==> config.mk <==
export PLATFORM = sky130hd
export DESIGN_NAME = mesr_status_regs
export DESIGN_NICKNAME = d
export VERILOG_FILES = /design/src/verilog/mesr_word_hold.v /design/src/verilog/mesr_status_regs.v
export VERILOG_INCLUDE_DIRS = /design/src /design/src/verilog
export SDC_FILE = /design/constraint.sdc
export NUM_CORES = 1
export LEC_CHECK = 0
export BUFFER_PORTS_ARGS = -buffer_cell sky130_fd_sc_hd__buf_4
export CAP_MARGIN = 5
export CORE_ASPECT_RATIO = 0.75
export CORE_MARGIN = 2
export CORE_UTILIZATION = 31
export DETAILED_ROUTE_END_ITERATION = 7
export HOLD_SLACK_MARGIN = 0.12
export SLEW_MARGIN = 20
export SYNTH_ARGS = -nofsm -noshare
export SYNTH_HDL_FRONTEND = slang
export SYNTH_SLANG_ARGS = --single-unit
==> constraint.sdc <==
create_clock -name aclk -period 2.75 [get_ports aclk]
set_clock_uncertainty 0.1 [all_clocks]
set_input_delay 0.1375 -clock aclk [delete_from_list [all_inputs] [get_ports aclk]]
set_output_delay 0.1375 -clock aclk [all_outputs]
set_load 0.05 [all_outputs]
==> src/verilog/mesr_defines.vh <==
// Purpose: Offsets, field layouts, reset values and codes for the
//          motor estimator status register bank.
// Assumes: Register offsets are word indices; byte address is index * 4.
// Notes:   Definitions only; included by its bare name.
`ifndef MESR_DEFINES_VH
`define MESR_DEFINES_VH

// Register indices as printed (byte address = index * 4)
`define MESR_IDX_PHASE          12'h6c0
`define MESR_IDX_INIT_ANGLE     12'h704
`define MESR_IDX_BEMF_D         12'h74a
`define MESR_IDX_BEMF_Q         12'h74c
`define MESR_IDX_RATE           12'h75a
`define MESR_IDX_ANGLE          12'h75e
// Own status register: bit 0 shows a pending, not yet committed result
`define MESR_IDX_STATUS         12'h7f0

// Byte address width of the slave
`define MESR_ADDR_W             14

// Reset values
`define MESR_RST_WORD           32'h00000000
`define MESR_RST_PHASE          16'h0000

// Field layout
`define MESR_PHASE_W            16
`define MESR_FRAC_BITS          27
`define MESR_STATUS_PEND_BIT    0

// Initial position phase codes
`define MESR_PH_INIT            16'h0000
`define MESR_PH_VECTOR_CFG      16'h0001
`define MESR_PH_RUN             16'h0002
`define MESR_PH_SLOW_RISE       16'h0003
`define MESR_PH_SLOW_FALL       16'h0004
`define MESR_PH_DECAY_WAIT      16'h0005
`define MESR_PH_GET_TIMES       16'h0006
`define MESR_PH_NEXT_VECTOR     16'h0007
`define MESR_PH_SECTOR_CALC     16'h0008
`define MESR_PH_POSITION_CALC   16'h0009
`define MESR_PH_ANGLE_CALC      16'h000a
`define MESR_PH_COMPLETE        16'h000b
`define MESR_PH_FAULT           16'h000c

// AXI responses
`define MESR_RESP_OKAY          2'b00
`define MESR_RESP_SLVERR        2'b10

`endif

==> src/verilog/mesr_word_hold.v <==
// Purpose: One result register that loads a whole word at once.
// Assumes: Producer presents the complete word with a one-cycle load.
// Notes:   Read side always sees either the old or the new word.
`timescale 1ns/1ns
`include "mesr_defines.vh"

module mesr_word_hold
#(
  parameter                W   = 32,
  parameter [W-1:0]        RST = {W{1'b0}}
)
(
  input  wire              aclk,
  input  wire              aresetn,
  input  wire              load,
  input  wire [W-1:0]      din,
  output reg  [W-1:0]      dout_r
);

  // Whole-word load, cleared by reset
  always @(posedge aclk)
  begin
    if (!aresetn)
      dout_r <= RST;
    else if (load)
      dout_r <= din;
  end

endmodule

==> src/verilog/mesr_status_regs.v <==
// Purpose: Read-only status bank of a sensorless motor controller,
//          read by software over AXI4-Lite.
// Assumes: Results arrive from the control algorithm with strobes,
//          synchronous to aclk; writes from software are refused.
// Notes:   Results are taken into a staging set and committed together
//          on commit, so related words change in the same cycle.
//          Register map by word index (byte address = index * 4):
//            0x6c0  initial position phase, code in bits 15:0
//            0x704  initial rotor angle, signed
//            0x74a  direct-axis back-EMF estimate, signed
//            0x74c  quadrature-axis back-EMF estimate, signed
//            0x75a  rotor rate estimate, signed
//            0x75e  rotor angle estimate, signed
//            0x7f0  own status, bit 0 = staged result awaiting commit
//          Any other index reads zero with a slave error response.
//          Every 32-bit result is fixed point with 27 fraction bits:
//            angle words:    degrees = value / 2^27 * 360
//            back-EMF words: value / 2^27 * 60 / sqrt(3)
//            rate word:      hertz = value / 2^27 * configured_top_rate
//          The rate is positive for phase order a-b-c, negative for a-c-b.
//          Phase codes held in the phase register:
//            0x0  start of the position search
//            0x1  setting up the test vector
//            0x2  vector applied
//            0x3  timing the slow current rise
//            0x4  timing the slow current fall
//            0x5  waiting for the current to decay
//            0x6  collecting the measured times
//            0x7  moving to the next vector
//            0x8  working out the sector
//            0x9  working out the rotor position
//            0xa  working out the angle
//            0xb  search complete
//            0xc  search faulted
//          Bus behaviour:
//            a read answers one cycle after its address is taken;
//            the answer stands until rready is seen high;
//            one read and one write at most are under way at a time;
//            every write is refused with a slave error, nothing changes.
//          Coherence:
//            a result strobe stages its word and marks it pending;
//            commit copies every pending word to its readable register;
//            a strobe in the commit cycle waits for the next commit,
//            and the word staged before it is the one committed.
//          Phase codes skip staging and show one cycle after the strobe.
//          A producer that never commits leaves old values readable.
//          wdata, wstrb and the prot fields are never looked at.
// What this block does
// - Phase register is a 16-bit read-only code, values 0h to Ch.
// - Initial rotor angle is 32-bit signed, degrees = value/2^27*360.
// - Direct back-EMF estimate is 32-bit two's complement, scaled 60/sqrt3.
// - Quadrature back-EMF estimate is 32-bit two's complement, 60/sqrt3.
// - Rotor rate is 32-bit signed, positive A-B-C, negative A-C-B.
// - Rotor angle estimate is 32-bit two's complement, degrees scaled 360.
// - All 32-bit result registers read zero after reset.
`timescale 1ns/1ns
`include "mesr_defines.vh"

module mesr_status_regs
#(
  parameter                    ADDR_W = `MESR_ADDR_W
)
(
  input  wire                  aclk,
  input  wire                  aresetn,
  // AXI4-Lite write address
  input  wire [ADDR_W-1:0]     s_axi_awaddr,
  input  wire [2:0]            s_axi_awprot,
  input  wire                  s_axi_awvalid,
  output wire                  s_axi_awready,
  // AXI4-Lite write data
  input  wire [31:0]           s_axi_wdata,
  input  wire [3:0]            s_axi_wstrb,
  input  wire                  s_axi_wvalid,
  output wire                  s_axi_wready,
  // AXI4-Lite write response
  output reg  [1:0]            s_axi_bresp,
  output reg                   s_axi_bvalid,
  input  wire                  s_axi_bready,
  // AXI4-Lite read address
  input  wire [ADDR_W-1:0]     s_axi_araddr,
  input  wire [2:0]            s_axi_arprot,
  input  wire                  s_axi_arvalid,
  output wire                  s_axi_arready,
  // AXI4-Lite read data
  output reg  [31:0]           s_axi_rdata,
  output reg  [1:0]            s_axi_rresp,
  output reg                   s_axi_rvalid,
  input  wire                  s_axi_rready,
  // Results from the control algorithm
  input  wire [15:0]           phase_in,
  input  wire                  phase_we,
  input  wire [31:0]           init_angle_in,
  input  wire                  init_angle_we,
  input  wire [31:0]           bemf_d_in,
  input  wire                  bemf_d_we,
  input  wire [31:0]           bemf_q_in,
  input  wire                  bemf_q_we,
  input  wire [31:0]           rate_in,
  input  wire                  rate_we,
  input  wire [31:0]           angle_in,
  input  wire                  angle_we,
  input  wire                  commit
);

  localparam NW = 5;

  // Write channel state
  reg                          aw_got_r;
  reg                          w_got_r;
  // Staging set and pending flags
  reg  [31:0]                  stage_r [0:NW-1];
  reg  [NW-1:0]                pend_r;
  reg  [15:0]                  phase_r;
  wire [31:0]                  word_q [0:NW-1];
  wire [32*NW-1:0]             word_bus;
  wire [NW-1:0]                we_vec;
  wire [11:0]                  rd_idx;
  reg  [31:0]                  rd_data;
  reg                          rd_hit;
  integer                      i;
  // Next values of the phase code and of the bus side
  reg  [15:0]                  phase_nxt;
  reg                          aw_got_nxt;
  reg                          w_got_nxt;
  reg                          bvalid_nxt;
  reg                          rvalid_nxt;
  reg  [31:0]                  rdata_nxt;
  reg  [1:0]                   rresp_nxt;

  assign we_vec = {angle_we, rate_we, bemf_q_we, bemf_d_we, init_angle_we};
  assign word_bus = {angle_in, rate_in, bemf_q_in, bemf_d_in, init_angle_in};

  // Phase code next value: a new code replaces the old one whole
  always @*
  begin
    phase_nxt = phase_r;
    if (phase_we)
      phase_nxt = phase_in;
  end

  // Phase code taken whole, zero after reset
  always @(posedge aclk)
  begin
    if (!aresetn)
      phase_r <= `MESR_RST_PHASE;
    else
      phase_r <= phase_nxt;
  end

  // Staging words; a strobe that meets commit is held for the next one
  always @(posedge aclk)
  begin
    if (!aresetn)
    begin
      pend_r <= {NW{1'b0}};
      for (i = 0; i < NW; i = i + 1)
        stage_r[i] <= `MESR_RST_WORD;
    end
    else
    begin
      for (i = 0; i < NW; i = i + 1)
      begin
        if (we_vec[i])
        begin
          stage_r[i] <= word_bus[32*i +: 32];
          pend_r[i]  <= 1'b1;
        end
        else if (commit)
          pend_r[i] <= 1'b0;
      end
    end
  end

  // Committed initial rotor angle, loaded as one word
  mesr_word_hold
  #(
    .W   (32),
    .RST (`MESR_RST_WORD)
  )
  u_hold_init_angle
  (
    .aclk    (aclk),
    .aresetn (aresetn),
    .load    (commit & pend_r[0]),
    .din     (stage_r[0]),
    .dout_r  (word_q[0])
  );

  // Committed direct-axis back-EMF estimate
  mesr_word_hold
  #(
    .W   (32),
    .RST (`MESR_RST_WORD)
  )
  u_hold_bemf_d
  (
    .aclk    (aclk),
    .aresetn (aresetn),
    .load    (commit & pend_r[1]),
    .din     (stage_r[1]),
    .dout_r  (word_q[1])
  );

  // Committed quadrature-axis back-EMF estimate
  mesr_word_hold
  #(
    .W   (32),
    .RST (`MESR_RST_WORD)
  )
  u_hold_bemf_q
  (
    .aclk    (aclk),
    .aresetn (aresetn),
    .load    (commit & pend_r[2]),
    .din     (stage_r[2]),
    .dout_r  (word_q[2])
  );

  // Committed rotor rate estimate
  mesr_word_hold
  #(
    .W   (32),
    .RST (`MESR_RST_WORD)
  )
  u_hold_rate
  (
    .aclk    (aclk),
    .aresetn (aresetn),
    .load    (commit & pend_r[3]),
    .din     (stage_r[3]),
    .dout_r  (word_q[3])
  );

  // Committed rotor angle estimate
  mesr_word_hold
  #(
    .W   (32),
    .RST (`MESR_RST_WORD)
  )
  u_hold_angle
  (
    .aclk    (aclk),
    .aresetn (aresetn),
    .load    (commit & pend_r[4]),
    .din     (stage_r[4]),
    .dout_r  (word_q[4])
  );

  // Write side: accept address and data in either order, refuse the write
  assign s_axi_awready = !aw_got_r && !s_axi_bvalid;
  assign s_axi_wready  = !w_got_r && !s_axi_bvalid;

  // Write side next state; the answer follows the later of aw and w
  always @*
  begin
    aw_got_nxt = aw_got_r;
    w_got_nxt  = w_got_r;
    bvalid_nxt = s_axi_bvalid;
    if (s_axi_awvalid && s_axi_awready)
      aw_got_nxt = 1'b1;
    if (s_axi_wvalid && s_axi_wready)
      w_got_nxt = 1'b1;
    if (aw_got_nxt && w_got_nxt && !s_axi_bvalid)
    begin
      bvalid_nxt = 1'b1;
      aw_got_nxt = 1'b0;
      w_got_nxt  = 1'b0;
    end
    else if (s_axi_bvalid && s_axi_bready)
      bvalid_nxt = 1'b0;
  end

  // Write side registers; every write is answered with a refusal
  always @(posedge aclk)
  begin
    if (!aresetn)
    begin
      aw_got_r     <= 1'b0;
      w_got_r      <= 1'b0;
      s_axi_bvalid <= 1'b0;
      s_axi_bresp  <= `MESR_RESP_OKAY;
    end
    else
    begin
      aw_got_r     <= aw_got_nxt;
      w_got_r      <= w_got_nxt;
      s_axi_bvalid <= bvalid_nxt;
      if (bvalid_nxt && !s_axi_bvalid)
        s_axi_bresp <= `MESR_RESP_SLVERR; // All registers read-only
    end
  end

  // Read side: word index from the byte address
  assign s_axi_arready = !s_axi_rvalid;
  assign rd_idx = s_axi_araddr[13:2];

  // Read decode
  always @*
  begin
    rd_data = 32'h00000000;
    rd_hit  = 1'b1;
    case (rd_idx)
      `MESR_IDX_PHASE:      rd_data = {16'h0000, phase_r};
      `MESR_IDX_INIT_ANGLE: rd_data = word_q[0];
      `MESR_IDX_BEMF_D:     rd_data = word_q[1];
      `MESR_IDX_BEMF_Q:     rd_data = word_q[2];
      `MESR_IDX_RATE:       rd_data = word_q[3];
      `MESR_IDX_ANGLE:      rd_data = word_q[4];
      `MESR_IDX_STATUS:     rd_data = {31'h00000000, |pend_r};
      default:              rd_hit  = 1'b0;
    endcase
  end

  // Read answer next state, one cycle after the address is taken
  always @*
  begin
    rvalid_nxt = s_axi_rvalid;
    rdata_nxt  = s_axi_rdata;
    rresp_nxt  = s_axi_rresp;
    if (s_axi_arvalid && s_axi_arready)
    begin
      rvalid_nxt = 1'b1;
      rdata_nxt  = rd_data;
      rresp_nxt  = rd_hit ? `MESR_RESP_OKAY : `MESR_RESP_SLVERR;
    end
    else if (s_axi_rvalid && s_axi_rready)
      rvalid_nxt = 1'b0;
  end

  // Read answer registers; the answer stands until rready
  always @(posedge aclk)
  begin
    if (!aresetn)
    begin
      s_axi_rvalid <= 1'b0;
      s_axi_rdata  <= 32'h00000000;
      s_axi_rresp  <= `MESR_RESP_OKAY;
    end
    else
    begin
      s_axi_rvalid <= rvalid_nxt;
      s_axi_rdata  <= rdata_nxt;
      s_axi_rresp  <= rresp_nxt;
    end
  end

endmodule

## After elaboration in Yosys (flattened, before gate mapping)

Memories as Yosys holds them, arrays and structs flattened. A register that Yosys moved wholly into a read port is not among the register bits.
Cells that the tools add are included.

| word-level totals | value |
|---|---|
| register bits | 60 |
| bits in latches | 0 |
| RAM bits | 160 |
| bits in read-only memories | 0 |
| output and inout port bits | 41 |
| word-level logic and storage cells | 96 |
| memories | 1 |

| operators by class | value |
|---|---|
| add/subtract/negate cells | 0 |
| multipliers | 0 |
| div/mod/pow operators | 0 |
| $lt $le $gt $ge | 0 |
| eq/ne operators | 7 |
| shift-type cells | 0 |
| mux-type cells | 36 |
| bitwise gates (word level) | 11 |
| reductions and logical operators | 28 |

Memories:

| name | words | width | rd ports | clocked after memory_dff | write ports | line | source |
|---|---|---|---|---|---|---|---|
| stage_r | 5 | 32 | 5 | 5 | 5 | mesr_status_regs.v:112 | `reg [31:0] stage_r [0:NW-1];` |

Operator list:

| kind | number |
|---|---|
| $pmux 32 s7 | 1 |
| $mux 32 | 5 |
| $eq 12x11->1 const B | 7 |
| $mux 1 | 29 |
| $reduce_bool 2->1 | 6 |
| $logic_and 1x1->1 | 10 |
| $logic_not 1->1 | 9 |
| $reduce_or 7->1 | 1 |
| $and 1x1->1 | 5 |
| $or 1x1->1 | 5 |
| $reduce_or 5->1 | 1 |
| $mux 2 | 1 |
| $reduce_or 2->1 | 1 |
| $not 1->1 | 1 |

## Logic depth before layout (Yosys ltp)

Gate-level depths: netlist (run 1).

| logic depth | value |
|---|---|
| depth after elaboration | 8 |
| mapped depth | 8 |
| mapped depth without buffers | 5 |

## Modules after synthesis

A second synthesis (run 1) with hierarchy kept.

| unflattened totals | value |
|---|---|
| cells, all modules | 1,265 |
| area total of the unflattened synthesis | 15,630.0 µm² |

Modules (own cells, without submodules):

| module | times used | cells each | area an instance (µm²) |
|---|---|---|---|
| mesr_status_regs | 1 | 750 | 9,411.5 |
| mesr_word_hold | 5 | 103 | 1,243.7 |

## Worst setup path before layout (run 1)

No wires, ideal clock.

| path | value |
|---|---|
| kind | register to register |
| from | register s_axi_rvalid |
| to | register s_axi_rdata[11] |
| library setup time | 0.086 ns |
| arrival time | 1.961 ns |
| required time | 2.564 ns |
| setup slack | 0.603 ns |
| stages on the path, launching flop included | 6 |
| cells stage by stage | dfxtp_1 inv_1 nand2_1 clkbuf_1 nand2_1 a221oi_2 |

| on the way | value |
|---|---|
| word-level cells in the longest chain between the ends | 2 |

RTL lines:

| item | line | source |
|---|---|---|
| start: declaration | mesr_status_regs.v:88 | `output reg s_axi_rvalid,` |
| start signal: assignment | mesr_status_regs.v:342 | `s_axi_rvalid <= rvalid_nxt;` |
| $logic_not 1->1 | mesr_status_regs.v:295 | `assign s_axi_arready = !s_axi_rvalid;` |
| named net s_axi_arready | mesr_status_regs.v:84 | `output wire s_axi_arready,` |
| $logic_and 1x1->1 | mesr_status_regs.v:321 | `if (s_axi_arvalid && s_axi_arready)` |
| end signal: assignment | mesr_status_regs.v:343 | `s_axi_rdata <= rdata_nxt;` |
| end: declaration | mesr_status_regs.v:86 | `output reg [31:0] s_axi_rdata,` |

The timed path passes the listed nets, and every way through them passes these cells.
A chain may end at the register's enable or synchronous reset.

## Worst setup path in the final report (run 1)

| path | value |
|---|---|
| from | input port s_axi_araddr[6] |
| to | register s_axi_rresp[1] |

| on the way | value |
|---|---|
| word-level cells in the longest chain between the ends | 4 |

RTL lines:

| item | line | source |
|---|---|---|
| start: declaration | mesr_status_regs.v:81 | `input wire [ADDR_W-1:0] s_axi_araddr,` |
| $eq 12x11->1 | mesr_status_regs.v:303 | `case (rd_idx)` |
| $reduce_or 7->1 (no source line) (*) | -- |  |
| $mux 1 (*) | mesr_status_regs.v:303 |  |
| $mux 2 (no source line) (*) | -- |  |
| end signal: assignment | mesr_status_regs.v:338 | `` s_axi_rresp <= `MESR_RESP_OKAY; `` |
| end signal: assignment | mesr_status_regs.v:344 | `s_axi_rresp <= rresp_nxt;` |
| end: declaration | mesr_status_regs.v:87 | `output reg [1:0] s_axi_rresp,` |

Every way passes the cells marked *; elsewhere a longest branch is shown, timed or not.

==> summary.md, run 1 <==
| Metric | Value |
|---|---|
| Initial Util | `a little under a third` |
| Fill count | `4,500` |
| WHS Endpoint | `s_axi_rdata[12]$_SDFFE_PN0P_` |
| Pleak | `7.75 nW` |
| Clock buffer depth | `3` |
| EDFF count, synth | `160` |
| Clock insertion delay at the later pin of the skew report | `0.54 ns` |
| Synth unique cells | `48` |
| Core area | `~47,000 µm²` |
| Status | `complete, no violations` |
| Max layer used | `met4` |
| Drt wl/cell | `18.9 µm` |
| Crit path DAT | `3.00 ns` |
| Fmax achieved | `380 MHz` |
| PwrDens | `617 nW/µm²` |
| Met2 routed WL | `20,800 µm` |
| Die Span Y | `194 µm` |
| Post-route ant nets | `0` |
| Post-CTS Repair Setup Buffers | `0` |
| Max Cap Viol | `0` |
| Initial antenna violation count | `2` |
| Mean area per synthesized cell | `a little over 10 µm²` |
| Hold Path Class | `input port to flop` |
| Number of global-route vias before repair | `~12,000` |
| Placer Congestion | `slightly below 0.9` |
| Routed wire length | `48,400 µm` |
| DIE AREA | `49,800 µm²` |
| RSZ-0062 raised after global routing | `no` |
| Vias | `between 10,000 and 15,000` |
| Primary FF master, synth | `dfxtp_1` |
| CTS tree | `built` |
| GRT Util Overall | `18.9%` |
| Fin util | `between 40% and 50%` |
| Fin nets | `2,150` |
| Sequential fraction of the synthesis area | `~60%` |
| Post-synth ARST share | `0%` |
| Cells after Synth | `approximately 1,500` |
| Placed Instance Area | `17,300 µm²` |
| First-pass GRT wire length | `71,500 µm` |
| CTS sink cnt | `roughly 380` |
| Slew headroom | `about a quarter` |
| Max FO, Critical Path | `12` |
| Final hold viol count | `0` |
| 1st-iter DRT viols | `between 800 and 900` |
| Pin count of the biggest net entering global routing | `about 190` |
| M1 wire length | `roughly 23,000 µm` |
| FF+latch count, synth | `379` |
| H-Tree Level Count | `2` |
| Detail Placement HPWL | `33,500 µm` |
| Maximum vdd drop | `about 0.42 mV` |
| Detailed Routing Iterations Pass 1 | `5` |
| Clock transition at the registers of the reported paths | `approximately 0.060 ns` |
| Number of buffers added on ports | `between 200 and 250` |
| Root Buffer | `clkbuf_16` |
| Flop2flop setup slack | `between 0.4 and 0.5 ns` |
| R2R Path Start | `s_axi_rvalid$_SDFFE_PN0P_` |
| Worst Reg-to-Reg Cells | `6` |
| P&R area growth vs syn | `39.6%` |
| Period Utilization, post-route | `95.6%` |
| Hold Startpoint | `s_axi_araddr[10]` |
| Vias per cell | `roughly 4.7` |
| CP required | `about 3.1 ns` |
| DR WL met3 | `about 3600 µm` |
| Setup crit end kind | `flop` |
| Worst r2r dst | `s_axi_rresp[1]$_SDFFE_PN0P_` |
| IO Count | `approximately 300` |
| Total global routing overflow | `0` |
| Mapped Area | `14,900 µm²` |
| Die X | `257 µm` |
| Warnings from Yosys | `0` |
| Final std cell area, no fill | `20,800 µm²` |
| Setup crit start kind | `input port` |
| Area of the multi-input gates | `between 5000 and 6000 µm²` |
| Rows | `69` |
| Period minus WS final | `2.63 ns` |
| DRC | `0` |
| Worst slew pin tran | `roughly 1.1 ns` |
| Storage element area | `between 9000 and 10,000 µm²` |
| Cts bufs inserted | `40` |
| Hold depth | `5` |
| Layout cell share with drive strength beyond 1 | `17.9%` |
| Power Total | `12.8 mW` |
| CP Class | `input port to flop` |
| Max-slew violations | `0` |
| Setup tns final | `0 ns` |
| Final setup viols | `0` |
| Hold Slack | `0.150 ns` |
==> logic make-up after synthesis <==
logic type             Yosys count  share of synthesized area, %
flip-flops                     379                          61.8
XOR/XNOR                         1                        0.0589
AND/OR/NAND/NOR                658                          20.8
AO/OA/AOI/OAI                  286                          11.8
other                            1                        0.0252
multiplexers                    37                          2.50
buffers and inverters          110                          2.98
==> how the worst max path moves through the flow <==
stage	startpoint	to	depth (start not counted)
2_1_floorplan	s_axi_rvalid$_SDFFE_PN0P_	s_axi_rdata[11]$_SDFFE_PN0P_	5
3_3_place_gp	s_axi_araddr[6]	s_axi_rdata[1]$_SDFFE_PN0P_	6
3_5_place_dp	s_axi_araddr[6]	s_axi_rdata[1]$_SDFFE_PN0P_	6
4_1_cts	s_axi_araddr[6]	s_axi_rresp[1]$_SDFFE_PN0P_	10
5_1_grt	s_axi_araddr[6]	s_axi_rresp[1]$_SDFFE_PN0P_	10
6_report	s_axi_araddr[6]	s_axi_rresp[1]$_SDFFE_PN0P_	10
==> power by group <==
group          internal [mW]  total, mW  switching [mW]
clock                   3.04       5.27            2.22
sequential              6.22       6.39           0.167
combinational          0.597       1.16           0.562
==> synth_stat cells (2+ instances only) <==
master	number	area [µm²]
a211oi_1	4	30.0
a21oi_1	195	976
a221oi_1	14	123
a221oi_2	7	105
a222oi_1	8	80.1
a22o_1	15	131
a22oi_1	10	75.1
a32oi_1	2	17.5
and2_1	166	1040
and3_1	9	56.3
and3b_1	2	17.5
and4_1	7	61.3
buf_1	2	7.51
buf_2	9	45.0
buf_4	3	22.5
clkbuf_1	91	342
dfxtp_1	219	4380
edfxtp_1	160	4800
inv_1	4	15.0
mux2i_1	36	360
nand2_1	366	1370
nand2b_1	5	31.3
nand3_1	23	115
nand3b_1	3	22.5
nand4_1	4	25.0
nor2_1	53	199
nor2b_1	4	25.0
nor3_1	7	35.0
nor4bb_1	2	20.0
o21ai_0	14	70.1
o2bb2ai_1	10	87.6
or4_1	2	15.0
==> cells in the final DEF (no fill, tap or decap), drive strengths merged, types with 2 or more instances in the layout <==
master,count
and2,166
nand2,366
dfxtp,219
clkbuf,59
conb,2
diode,2
o2bb2ai,10
edfxtp,160
o21ai,15
clkinv,10
inv,5
dlygate4sd3,213
a22o,15
nor4b,2
a221oi,21
nor3,7
or4,2
nor4bb,2
nor2,53
mux2i,36
and3b,2
nand4,4
and4,7
a32oi,2
nand3b,3
a21oi,195
nand3,23
buf,268
a2bb2oi,2
nor2b,4
clkinvlp,2
nand2b,5
a211oi,4
a22oi,10
a222oi,8
and3,9
==> metrics by stage <==
stage               setup slack, ns  cells
CTS                          0.0796   2560
finish                        0.120   2562
floorplan                     0.603   1473
detailed placement            0.457   2274
global placement              0.456   2274
global route                 0.0504   2562
==> metal layers <==
layer / global-route usage [%] / up-vias
met4: 5.90 / 0
li1: - / 5888
met1: 27.3 / 5745
met2: 28.1 / 411
met5: 0 / -
met3: 4.20 / 77
==> flip-flops by register name, summed over array words and instances, names as in the netlist, 5 cells and up <==
| name | flops |
|---|---|
| stage_r | 160 |
| s_axi_rdata | 32 |
| u_hold_angle.dout_r | 32 |
| u_hold_bemf_d.dout_r | 32 |
| u_hold_bemf_q.dout_r | 32 |
| u_hold_init_angle.dout_r | 32 |
| u_hold_rate.dout_r | 32 |
| phase_r | 16 |
| pend_r | 5 |
==> critical path, cell delays in order <==
cell and delay [ns]:
dlygate4sd3_1 0.55, buf_4 0.21, buf_4 0.27, nor4b_2 0.08, buf_4 0.18, and4_1 0.23, nor2_1 0.25, a2bb2oi_4 0.35
o211a_1 0.20, dlygate4sd3_1 0.53
==> final cells by class <==
cell class                      count  area share, %
Clock inverter                     14          0.548
Inverter                            4         0.0964
Tap cell                          639           3.85
Multi-Input combinational cell    984           25.5
Antenna cell                        2         0.0241
Timing Repair Buffer              481           20.1
Clock buffer                       59           5.61
Sequential cell                   379           44.3
==> repair_timing <==
item,CTS,global route
endpoints found under the hold margin,197,0
gates resized for setup,0,1
hold buffers,213,0
endpoints found under the setup margin,0,1
No activity file was read; power rests on OpenSTA's default activity.
==> run 2: changes to the inputs <==
--- a/config.mk
+++ b/config.mk
@@ -8,11 +8,11 @@
 export LEC_CHECK = 0
 export BUFFER_PORTS_ARGS = -buffer_cell sky130_fd_sc_hd__buf_4
 export CAP_MARGIN = 5
-export CORE_ASPECT_RATIO = 0.75
 export CORE_MARGIN = 2
-export CORE_UTILIZATION = 31
+export CORE_UTILIZATION = 59
 export DETAILED_ROUTE_END_ITERATION = 7
 export HOLD_SLACK_MARGIN = 0.12
+export PLACE_DENSITY = 0.85
 export SLEW_MARGIN = 20
 export SYNTH_ARGS = -nofsm -noshare
 export SYNTH_HDL_FRONTEND = slang
==> run 2 against run 1 <==
Net effect: final area down 1.4%; worst setup slack improved by 0.047 ns; global-route usage rose by 18 points; clock-buffer cell count fell by 5; total power is 0.64% higher; non-clock buffer count up 13; combinational power rose by 3%; sequential power about the same; critical path type is now flop to flop; largest power group unchanged.
==> summary.md, run 2 (synthesis results as in run 1) <==
| Metric | Value |
|---|---|
| PwrDens | `about 630 nW/µm²` |
| Drt wl/cell | `21.9 µm` |
| Rows | `just under 60` |
| Number of buffers added on ports | `240` |
| Die X | `around 160 µm` |
| Hold Path Class | `input port to flop` |
| Slew headroom | `between 20% and 30%` |
| Worst slew pin tran | `1.10 ns` |
| ANT cells | `0` |
| Crit path DAT | `2.94 ns` |
| First-pass GRT wire length | `74,200 µm` |
| Setup crit end kind | `flop` |
| Die Span Y | `163 µm` |
| DIE AREA | `26,500 µm²` |
| Detailed Routing Iterations Pass 1 | `6` |
| Max FO, Critical Path | `16` |
| Vias per cell | `5.83` |
| Clock buffer depth | `3` |
| Max Cap Viol | `0` |
| Layout cell share with drive strength beyond 1 | `17.9%` |
| Hold Startpoint | `s_axi_araddr[4]` |
| Routed wire length | `between 40,000 and 50,000 µm` |
| Post-CTS sizing | `0` |
| Final setup viols | `0` |
| Maximum vdd drop | `0.477 mV` |
| Initial antenna violation count | `1` |
| Commonest non-fill, non-tap cells in the layout | `nand2_1, buf_4, dlygate4sd3_1, dfxtp_1, a21oi_1` |
| Worst Reg-to-Reg Cells | `6` |
| Fin util | `82.0%` |
| Crit path launch | `s_axi_rvalid$_SDFFE_PN0P_` |
| Placer Congestion | `0.904` |
| Initial Util | `59.6%` |
| Cts bufs inserted | `38` |
| DRC | `0` |
| Max FFs per register | `160` |
| Pre-CTS setup slack | `0.269 ns` |
| GRT Util Overall | `a little under two fifths` |
| CTS tree | `built` |
| Setup ws final | `0.167 ns` |
| Detail Placement HPWL | `28,500 µm` |
| Setup tns final | `0 ns` |
| RSZ-0062 raised after global routing | `no` |
| Fill count | `1,354` |
| R2R Path Start | `s_axi_rvalid$_SDFFE_PN0P_` |
| P&R area growth vs syn | `37.6%` |
| Status | `complete, no violations` |
| Total global routing overflow | `0` |
| Clock insertion delay at the later pin of the skew report | `0.54 ns` |
| Hold Slack | `0.271 ns` |
| Post-route ant nets | `0` |
| Number of global-route vias before repair | `13,400` |
| Pin count of the biggest net entering global routing | `99` |
| Period minus WS final | `2.58 ns` |
| Setup crit start kind | `flop` |
| Most common cell after layout, fill and taps aside | `nand2_1` |
| CP Class | `flop to flop` |
| Root Buffer | `clkbuf_16` |
| Hold depth | `5` |
| Final hold viol count | `0` |
| Clock transition at the registers of the reported paths | `0.07 ns` |
| Vias | `13,200` |
| 1st-iter DRT viols | `1,499` |
| IO Count | `301` |
| Top reg by flops | `stage_r` |
| H-Tree Level Count | `2` |
| CP required | `3.11 ns` |
| Fin nets | `2,161` |
| CTS sink cnt | `379` |
| Fmax achieved | `387 MHz` |
| Core area | `25,000 µm²` |
| Pleak | `between 7 and 8 nW` |
| Period Utilization, post-route | `93.9%` |
| Max-slew violations | `0` |
## run 2: what timing repair did
action                     in CTS  in global routing
hold buffers                  227                  0
setup buffers                   0                  0
setup endpoints to repair       0                  0
hold endpoints to repair      198                  0
## run 2: through the flow
step / std cells / cell area (µm²) / power (mW)
finish: 2261 / 20500 / 12.9
global route: 2261 / 20500 / 13.2
CTS: 2261 / 20500 / 12.7
detailed placement: 1964 / 16900 / 7.35
global placement: 1964 / 16900 / 7.32
floorplan: 1473 / 14900 / 6.91
## run 2: path summary, 6_finish.rpt
check / to / slack, ns
hold / removal: s_axi_rdata[15]$_SDFFE_PN0P_ / 0.27
setup reg to reg: s_axi_rresp[1]$_SDFFE_PN0P_ / 0.17
hold reg to reg: u_hold_bemf_q.dout_r[26]$_SDFFE_PN0P_ / 0.36
setup / recovery: s_axi_rresp[1]$_SDFFE_PN0P_ / 0.17
## run 2: area by class of cell
| cell class | instances | area (µm²) | share of cell area, % |
|---|---|---|---|
| flip-flops and latches | 379 | 9190 | 44.9 |
| multi-input cells | 984 | 5290 | 25.9 |
| repair buffers | 494 | 4280 | 20.9 |
| clock buffers | 54 | 1110 | 5.44 |
| well taps | 330 | 413 | 2.02 |
| clock inverters | 16 | 160 | 0.783 |
| inverters | 4 | 20.0 | 0.0978 |
## run 2: routing by layer
metal / GRT usage, % / vias to the layer above / share of wire, %
li1: - / 5904 / -
met1: 44.9 / 6287 / 37
met2: 62.4 / 825 / 49
met3: 7.41 / 159 / 8.9
met4: 19.4 / 0 / 5.6
met5: 0 / - / 0
## run 2: worst max-delay path, stage by stage, from the launching register on
cell and delay [ns]:
dfxtp_1 0.40, inv_1 0.07, nand2_1 0.45, nor2_1 0.13, a2bb2oi_2 0.55, o211a_1 0.27
dlygate4sd3_1 0.55
## run 2: power breakdown
part	total, mW	internal (mW)	switching (mW)
clock	5.30	3.04	2.26
sequential	6.40	6.22	0.177
combinational	1.20	0.606	0.590
total	12.9	9.86	3.03
